### src/logic/vext_pkg.sv
// Constants for the vertical timing extension register set.
// Assumes an 8-bit indexed port pair (index then data at 3CF) on one clock.
// Notes on behaviour
// - Vertical total is 11 bits: 8 from low ovf bit 0, 9 from bit 5, 10 from high ovf bit 0.
// - Display end is 11 bits: 8 from low ovf bit 1, 9 from bit 6, 10 from high ovf bit 1.
// - Retrace start is 11 bits: 8 from low ovf bit 2, 9 from bit 7, 10 from high ovf bit 4.
// - Blank start is 11 bits: 8 from low ovf bit 3, 9 and 10 from high ovf bits 2 and 3.
// - Line-compare bit 8 at low ovf bit 4 is one bit shared with the standard overflow reg.
// - In interlaced output the odd-field retrace is delayed by the programmed 0 to 255 character clocks.
// - Display start address is 20 bits, the top four from the start extension register.
// - Each register is reached by writing its index and then accessing the data port at 3CF.
package vext_pkg;
  localparam logic [15:0] DATA_PORT = 16'h03cf;
  localparam logic [7:0] IDX_OVF_LOW = 8'h78;
  localparam logic [7:0] IDX_OVF_HIGH = 8'h79;
  localparam logic [7:0] IDX_SKEW = 8'h7a;
  localparam logic [7:0] IDX_START_UP = 8'h7c;
  localparam logic [7:0] MASK_OVF_HIGH = 8'h1f;
  localparam logic [7:0] MASK_START_UP = 8'h0f;
  localparam logic [7:0] RESET_VAL = 8'h00;
  localparam int LC8_BIT = 4;
endpackage

### src/logic/vext_regs.sv
`timescale 1ns/10ps
// Vertical timing extension registers behind the indexed data port.
// Assumes writes to the index port are decoded outside and given as idx_wr.
module vext_regs
  import vext_pkg::*;
(
  input wire logic mclk,                 // Clock
  input wire logic rst_b,                // Async reset
  input wire logic idx_wr,               // Index port write strobe
  input wire logic data_wr,              // Data port write strobe
  input wire logic data_rd,              // Data port read strobe
  input wire logic [15:0] io_addr,       // Data port address
  input wire logic [7:0] io_wdata,       // Write data
  input wire logic std_lc8_wr,           // Standard overflow write of bit 4
  input wire logic std_lc8_val,          // Value written there
  input wire logic [15:0] start_low,     // Standard start address low 16
  input wire logic char_tick,            // Character clock pulse
  input wire logic interlace,            // Interlaced output
  input wire logic odd_field,            // Odd field
  input wire logic retrace_req,          // Undelayed retrace pulse
  output logic [7:0] io_rdata,           // Read data
  output logic [10:0] vert_total,        // Vertical total
  output logic [10:0] vert_disp_end,     // Display-enable end
  output logic [10:0] vert_retrace_start, // Retrace start
  output logic [10:0] vert_blank_start,  // Blanking start
  output logic line_compare_8,           // Line compare bit 8
  output logic [19:0] display_start,     // Display start address
  output logic retrace_go                // Skewed retrace pulse
);
  typedef struct packed {
    logic [7:0] index;
    logic [7:0] ovf_low;
    logic [7:0] ovf_high;
    logic [7:0] skew;
    logic [7:0] start_up;
    logic [7:0] rdata;
    logic [10:0] vt;
    logic [10:0] vde;
    logic [10:0] vrs;
    logic [10:0] vbs;
    logic [19:0] dsa;
  } regs_t;
  regs_t r, next_r;
  logic port_hit;

  // ----------------------------------------
  // Register read decode
  // ----------------------------------------
  function automatic logic [7:0] read_reg(input regs_t q);
    case (q.index)
      IDX_OVF_LOW: read_reg = q.ovf_low;
      IDX_OVF_HIGH: read_reg = q.ovf_high & MASK_OVF_HIGH;
      IDX_SKEW: read_reg = q.skew;
      IDX_START_UP: read_reg = q.start_up & MASK_START_UP;
      default: read_reg = RESET_VAL;
    endcase
  endfunction

  assign port_hit = (io_addr == DATA_PORT);

  always_comb begin
    next_r = r;
    if (idx_wr) begin
      next_r.index = io_wdata;
    end
    if (data_wr && port_hit) begin
      case (r.index)
        IDX_OVF_LOW: next_r.ovf_low = io_wdata;
        IDX_OVF_HIGH: next_r.ovf_high = io_wdata & MASK_OVF_HIGH;
        IDX_SKEW: next_r.skew = io_wdata;
        IDX_START_UP: next_r.start_up = io_wdata & MASK_START_UP;
        default: ;
      endcase
    end
    // Shared bit; a standard-register write landing last wins the cycle
    if (std_lc8_wr) begin
      next_r.ovf_low[LC8_BIT] = std_lc8_val;
    end
    if (data_rd && port_hit) begin
      next_r.rdata = read_reg(r);
    end
    next_r.vt = {next_r.ovf_high[0], next_r.ovf_low[5], 9'h000};
    next_r.vt[8] = next_r.ovf_low[0];
    next_r.vde = {next_r.ovf_high[1], next_r.ovf_low[6], next_r.ovf_low[1], 8'h00};
    next_r.vrs = {next_r.ovf_high[4], next_r.ovf_low[7], next_r.ovf_low[2], 8'h00};
    next_r.vbs = {next_r.ovf_high[3], next_r.ovf_high[2], next_r.ovf_low[3], 8'h00};
    next_r.dsa = {next_r.start_up[3:0], start_low};
  end

  always_ff @(posedge mclk or negedge rst_b) begin
    if (!rst_b) begin
      r <= '0;
    end else begin
      r <= next_r;
    end
  end

  // ----------------------------------------
  // Outputs
  // ----------------------------------------
  // Low eight bits of each vertical field live in other registers; only extension bits here
  assign io_rdata = r.rdata;
  assign vert_total = r.vt;
  assign vert_disp_end = r.vde;
  assign vert_retrace_start = r.vrs;
  assign vert_blank_start = r.vbs;
  assign line_compare_8 = r.ovf_low[LC8_BIT];
  assign display_start = r.dsa;

  vext_skew u_skew (
    .mclk(mclk),
    .rst_b(rst_b),
    .char_tick(char_tick),
    .interlace(interlace),
    .odd_field(odd_field),
    .retrace_req(retrace_req),
    .skew(r.skew),
    .retrace_go(retrace_go)
  );

  // ----------------------------------------
  // Checks
  // ----------------------------------------
  AST_VT_BITS: assert property (@(posedge mclk) disable iff (!rst_b)
    vert_total[10:8] == {r.ovf_high[0], r.ovf_low[5], r.ovf_low[0]})
    else $error("vertical total bits wrong");
  AST_VDE_BITS: assert property (@(posedge mclk) disable iff (!rst_b)
    vert_disp_end[10:8] == {r.ovf_high[1], r.ovf_low[6], r.ovf_low[1]})
    else $error("display end bits wrong");
  AST_VRS_BITS: assert property (@(posedge mclk) disable iff (!rst_b)
    vert_retrace_start[10:8] == {r.ovf_high[4], r.ovf_low[7], r.ovf_low[2]})
    else $error("retrace start bits wrong");
  AST_VBS_BITS: assert property (@(posedge mclk) disable iff (!rst_b)
    vert_blank_start[10:8] == {r.ovf_high[3:2], r.ovf_low[3]})
    else $error("blank start bits wrong");
  AST_LC8_SHARED: assert property (@(posedge mclk) disable iff (!rst_b)
    std_lc8_wr |=> line_compare_8 == $past(std_lc8_val))
    else $error("line compare bit not shared");
  AST_DSA_HIGH: assert property (@(posedge mclk) disable iff (!rst_b)
    display_start[19:16] == r.start_up[3:0] && r.start_up[7:4] == 4'h0)
    else $error("start address high bits wrong");
  AST_WRITE_TAKES: assert property (@(posedge mclk) disable iff (!rst_b)
    (data_wr && port_hit && r.index == IDX_SKEW) |=> r.skew == $past(io_wdata))
    else $error("skew write lost");
  AST_RSVD_ZERO: assert property (@(posedge mclk) disable iff (!rst_b)
    r.ovf_high[7:5] == 3'h0)
    else $error("reserved bits set");
  COV_WR_START: cover property (@(posedge mclk) disable iff (!rst_b)
    data_wr && port_hit && r.index == IDX_START_UP);
  COV_RD: cover property (@(posedge mclk) disable iff (!rst_b) data_rd && port_hit);
  COV_LC8: cover property (@(posedge mclk) disable iff (!rst_b) std_lc8_wr);
endmodule

### src/logic/vext_skew.sv
`timescale 1ns/10ps
// Odd-field retrace skew delay.
// Assumes char_tick pulses once per character clock.
module vext_skew
  import vext_pkg::*;
(
  input wire logic mclk,        // Clock
  input wire logic rst_b,       // Async reset
  input wire logic char_tick,   // Character clock pulse
  input wire logic interlace,   // Interlaced output
  input wire logic odd_field,   // Current field is odd
  input wire logic retrace_req, // Undelayed retrace start pulse
  input wire logic [7:0] skew,  // Programmed skew count
  output logic retrace_go       // Delayed retrace start pulse
);
  typedef enum logic [1:0] {IDLE = 2'b00, WAIT = 2'b01} skew_state_t;
  typedef struct packed {
    skew_state_t st;
    logic [7:0] cnt;
    logic go;
  } skew_t;
  skew_t s, next_s;

  always_comb begin
    next_s = s;
    next_s.go = 1'b0;
    case (s.st)
      IDLE: begin
        if (retrace_req) begin
          if (interlace && odd_field && skew != 8'h00) begin
            next_s.st = WAIT;
            next_s.cnt = skew;
          end else begin
            next_s.go = 1'b1;
          end
        end
      end
      WAIT: begin
        if (char_tick) begin
          if (s.cnt == 8'h01) begin
            next_s.st = IDLE;
            next_s.go = 1'b1;
          end
          next_s.cnt = s.cnt - 8'h01;
        end
      end
      default: next_s.st = IDLE;
    endcase
  end

  always_ff @(posedge mclk or negedge rst_b) begin
    if (!rst_b) begin
      s <= '0;
    end else begin
      s <= next_s;
    end
  end

  assign retrace_go = s.go;

  AST_EVEN_NO_DELAY: assert property (@(posedge mclk) disable iff (!rst_b)
    (s.st == IDLE && retrace_req && !(interlace && odd_field)) |=> retrace_go)
    else $error("even field retrace delayed");
  AST_WAIT_NO_GO: assert property (@(posedge mclk) disable iff (!rst_b)
    (s.st == WAIT && s.cnt > 8'h01) |=> !retrace_go)
    else $error("retrace before skew elapsed");
  COV_SKEWED: cover property (@(posedge mclk) disable iff (!rst_b)
    s.st == WAIT ##[1:300] retrace_go);
endmodule

### config.mk
export PLATFORM = sky130hd
export DESIGN_NAME = vext_regs
export DESIGN_NICKNAME = d
export VERILOG_FILES = /design/src/logic/vext_pkg.sv /design/src/logic/vext_regs.sv /design/src/logic/vext_skew.sv
export SDC_FILE = /design/constraint.sdc
export NUM_CORES = 1
export LEC_CHECK = 0
export ABC_AREA = 1
export BUFFER_PORTS_ARGS = -buffer_cell sky130_fd_sc_hd__buf_2
export CAP_MARGIN = 15
export CORE_ASPECT_RATIO = 0.7
export CORE_MARGIN = 2
export CORE_UTILIZATION = 25
export CTS_CLUSTER_SIZE = 28
export DETAILED_ROUTE_END_ITERATION = 8
export SYNTH_ARGS = -nofsm -noshare
export SYNTH_HDL_FRONTEND = slang
export SYNTH_SLANG_ARGS = --single-unit
### constraint.sdc
create_clock -name mclk -period 1.5 [get_ports mclk]
set_input_delay 0.3 -clock mclk [delete_from_list [all_inputs] [get_ports mclk]]
set_output_delay 0.3 -clock mclk [all_outputs]
set_load 0.01 [all_outputs]
After elaboration in Yosys (flattened, before gate mapping). Index checks and enable logic that the tools add are counted.

Memories kept: 0. Register bits: 84. ROM bits: 0. Bits in writable memories: 0. Bits in latches: 0. Logic and storage cells: 55. Output and inout port bits: 74. Input port bits: 51.

Equality and inequality tests: 11. Multiplexer cells: 15. Div/mod/pow operators: 0. $lt $le $gt $ge: 0. $mul: 0. Reductions and logical operators: 13. Bitwise gates (word level): 0. Add/subtract/negate cells: 1. Shift-type cells: 0.

Operators by type and width (number): 8-bit by 7-bit == test with 1-bit output (second input constant) (4); 32-bit 2-to-1 mux (1); 8-bit one-hot mux with 4 select lines (1); 11-bit 2-to-1 mux (2); 9-bit one-hot mux with 2 select lines (1); 16-bit by 10-bit == test with 1-bit output (second input constant) (1); 8-bit 2-to-1 mux (2); 10-bit 2-to-1 mux (1); 8-bit by 1-bit == test with 1-bit output (second input constant) (1); 4-bit AND reduction (2); 8-bit nonzero test (1); 8-bit by 1-bit subtractor with 8-bit output (second input constant) (1); 2-bit nonzero test (3); 5-bit 2-to-1 mux (1); 1-bit logical AND (4); 4-bit 2-to-1 mux (1); 2-bit by 1-bit != test with 1-bit output (second input constant) (2); 2-bit != test (second input constant) (2); 2-bit one-hot mux with 2 select lines (1); 2-bit AND reduction (2); 1-bit 2-to-1 mux (3); 2-bit by 1-bit == test with 1-bit output (second input constant) (1); 2-bit zero test (1); 2-bit 2-to-1 mux (1).

Depth between registers and ports, before layout.
Word-level depth: 5. Gate-level depth with buffers: 9. Mapped depth without buffers: 9.

By module. From an unflattened synthesis, not the netlist that was laid out.

Cells, all modules: 434. Area total of the unflattened synthesis: 3691.0 µm².

Modules (own cells, without submodules): vext_regs (cells an instance 334, area an instance 2959.1 µm², times used 1, seq. area each 1426.4 µm²); vext_skew (cells an instance 100, area an instance 732.0 µm², times used 1, seq. area each 250.2 µm²).

Worst setup path after synthesis. Ideal clock, no wire load.

Path kind: reg2reg. Start: reg r[106] in the netlist's numbering. End: reg r[88] in the netlist's numbering. Data required time: 1.384 ns. Clock period less this slack: 1.294 ns. Buffers on the path: 0. Stages on the path, launching flop included: 8. Data arrival time: 1.178 ns. Setup time: 0.116 ns. Setup slack: 0.206 ns. Path through: dfrtp_1 inv_1 nand2_1 nor2_1 nand2_1 nand3b_1 nand2_1 nand2_1.

Longest elaborated chain between the ends: 3.

RTL lines: start, declared (RTL line vext_regs.sv:43) `regs_t r, next_r;`; start signal, assigned (RTL line vext_regs.sv:94) `r <= next_r;`; 8-bit by 7-bit == test with 1-bit output (RTL line vext_regs.sv:67) `case (r.index)`; 5-bit 2-to-1 mux (RTL line vext_regs.sv:67); 32-bit 2-to-1 mux (RTL line vext_regs.sv:66) `if (data_wr && port_hit) begin`.

Every way passes these cells. The select of a mux whose other input is x is not followed. A chain may end at the register's enable or synchronous reset.

Worst setup path after layout.
Start: reg r[108] in the netlist's numbering. End: reg r, in the netlist vert_total[9].

Longest elaborated chain between the ends: 3.

RTL lines (RTL line): 8-bit by 7-bit == test with 1-bit output (vext_regs.sv:67); 8-bit 2-to-1 mux (vext_regs.sv:67); 32-bit 2-to-1 mux (vext_regs.sv:66).

Every way passes these cells. The select of a mux whose other input is x is not followed.

==> metrics.cfg <==
[synth]
synth.distinct_cells=25
synth_area_per_cell_um2=8.09
syn-cell-area_mm2=0.00360
yosysTopAreaCell=dfrtp_1
yosysSeqAreaShare_pct=46.5
synth_top_family_by_area=simple AND/OR/NAND/NOR gates
yosys_warnings=0
synth_top_cell_area_share_pct=46.5
synth-xor-area-share_pct=0
synthAdderAreaFrac_pct=0.695
synthMuxAreaShare_pct=0
synth_area_leaders=dfrtp_1 47%, buf_4 15%, nand2_1 15%
synthCells=445
synth_seq_cells=67
synth_compound_area_share_pct=7.95
synthSimpleGateAreaFrac_pct=24.1

[setup_path]
cpMostUsedCell=nand2_1
r2r-start=r[108]
rr_endpoint=vert_total[9]
ff2ff_path_depth=8
endpoint_kind=register
arrival_ns=1.59
crit_fanout=7
crit_path_max_incr_delay_ns=0.35
crit_chain=nand2_1 -> inv_1 -> nand3_1 -> nor2_2 -> nand3_2 -> buf_4 -> nand2_1 -> o21ai_2
cp.required_ns=1.71
crit_type=reg -> reg
worst_path_max_delay_cell=dfrtp_1
reg2reg_slack_ns=0.12
startpoint_type=register

[global_route]
antenna_found_initial=0
grt_overflow_total=0
grt_pass1_vias=2774
grt_max_degree=68
grt_first_pass_wirelength_um=14100
grt_usage_pct=11.8

[timing]
hold_violations=0
slew_viol_final=0
setup_violations=0
period_share_pct=91.9
max_freq_ghz=0.726
min_period_ns=1.38
setup_slack_ns=0.122
worst_hold_slack_ns=0.0687
clock-skew-final_ns=0.00521

[cells_and_area]
antenna_cells=0
fillers=1499
multi_input_area_mm2=0.00132
drive_gt1_share_pct=29.5
layout.nets=573
finalInstanceArea_mm2=0.00432
seq_area_mm2=0.00168
syn2layout_area_growth_pct=19.8

[placed_design]
port_buffers=92
place_area_mm2=0.00398
dpl.hpwl_um=6570
gp_congestion=0.812
place_ws_ns=-0.00228

[power]
p_per_area_mw_per_mm2=1190
p_leak_nw=2.36
vdd_drop_max_mv=0.557

[floorplan]
core.rowCount=36
die-area_mm2=0.0154
die_x_um=147
initial_core_util_pct=25.7
die_h_um=104
io_pins=125
core_region_area_mm2=0.0140

[hold_path]
hold_end=display_start[12]
hold_path_class=in -> reg
hp-start=start_low[12]
whs_path_depth=1

[clock_tree]
cts_inserted_buffers=9
path_clk_slew_ns=0.06
post_cts_buffers=0
cts_num_sinks=67
h-tree-depth=3
cts_buffer_depth=2
cts-root-buf=clkbuf_16
clock_latency_ns=0.33
cts_tree=done

[routing]
drt_iter0_markers=243
avgRoutedWirePerCell_um=11.9
dr_wl_met3_um=596
drtPass1Iterations=4
vias=2815
route.layer.met1.wl_um=4500
top_layer=met4
wl_met2_um=3360
wirelength_um=8500
antenna_left=0
drc=0
routed_via_density=3.94

[run]
maxCapViolations=0

[run_status]
outcome=finished, final reports clean

-- power by group --
group / switching [mW] / internal, mW / total (mW) / leakage, nW
combinational: 0.603 / 0.315 / 0.918 / 1.34
sequential: 0.0987 / 1.95 / 2.05 / 0.873
clock: 0.784 / 1.37 / 2.16 / 0.153
-- logic make-up after synthesis --
family	after synthesis
buffers and inverters	120
DFF	67
adders and majority gates	2
other	1
AOI/OAI and AO/OA	45
and+or+nand+nor	210
-- cells in the final DEF (no fill, tap or decap), types with 2 or more instances in the layout --
cell type,count
nor2_4,2
a21oi_1,4
nand3b_1,2
inv_2,2
nand2_2,4
o21ai_2,15
conb_1,32
clkbuf_8,2
nor2_2,4
nand3_2,2
clkbuf_16,9
nand2_1,139
buf_4,16
buf_2,92
dfrtp_1,67
nand3_1,28
inv_1,41
nand4_1,3
clkinv_2,2
nor2_1,24
o21ai_0,24
-- stage by stage --
| stage | setup TNS [ns] | power (mW) | utilization, % | std cells |
|---|---|---|---|---|
| 5_1_grt | -0.00829 | 5.44 | 30.8 | 715 |
| 4_1_cts | 0 | 5.18 | 30.6 | 715 |
| 3_5_place_dp | -0.00228 | 2.98 | 28.4 | 698 |
| 6_report | 0 | 5.13 | 30.8 | 715 |
| 3_3_place_gp | 0 | 2.96 | 28.4 | 698 |
| 2_1_floorplan | 0 | 2.75 | - | 476 |
-- critical path: cells and delay by family (launching register included) --
kind	cells	cell delay, ns
buffers and inverters	2	0.26
flip-flops	1	0.35
AND/OR/NAND/NOR	5	0.59
AO/OA/AOI/OAI	1	0.05
-- worst max-delay path by stage --
stage          slack [ns]  startpoint  cells after the start                     end
3_5_place_dp       -0.002  io_addr[4]                     10  vert_retrace_start[10]
5_1_grt            -0.008      r[111]                      8             io_rdata[1]
4_1_cts              0.04       r[85]                      6             u_skew.s[3]
3_3_place_gp         0.03  io_addr[4]                     10  vert_retrace_start[10]
6_report             0.12      r[108]                      8           vert_total[9]
2_1_floorplan        0.21      r[106]                      7                   r[88]
-- repair_timing --
| item | CTS | global route |
|---|---|---|
| endpoints found under the setup margin | 0 | 21 |
| hold buffers | 1 | 0 |
| resized for setup | 0 | 9 |
| hold endpoints to repair | 1 | 0 |
-- cell type report --
cell class	instances	share of cell area, %
multi-input cells	289	30.7
well taps	190	5.51
inverters	43	3.74
clock inverters	4	1.13
repair buffers	110	14.1
clock buffers	12	5.94
flip-flops and latches	67	38.9
-- flip-flops by register name (all words and copies together) (netlist names) --
signal and count:
display_start 19, io_rdata 8, line_compare_8 1, r 20
u_skew.retrace_go 1, u_skew.s 9, vert_blank_start 2, vert_disp_end 2
vert_retrace_start 3, vert_total 2
-- metal layers --
metal / GRT usage [%] / vias up
li1: - / 1441
met1: 17.8 / 1280
met2: 15.5 / 90
met3: 4.25 / 4
met4: 3.09 / 0
met5: 0 / -
-- synth_stat cells, drive strengths merged --
cell and count:
buf 76, ha 2, nor2 30, o31ai 1
nand3 30, nand3b 2, o21ai 39, conb 1
inv 43, nor3 1, clkbuf 1, nand2 143
or2 1, dfrtp 67, nand4 3, o211ai 1
a21oi 4
No activity file was read; power rests on OpenSTA's default activity.
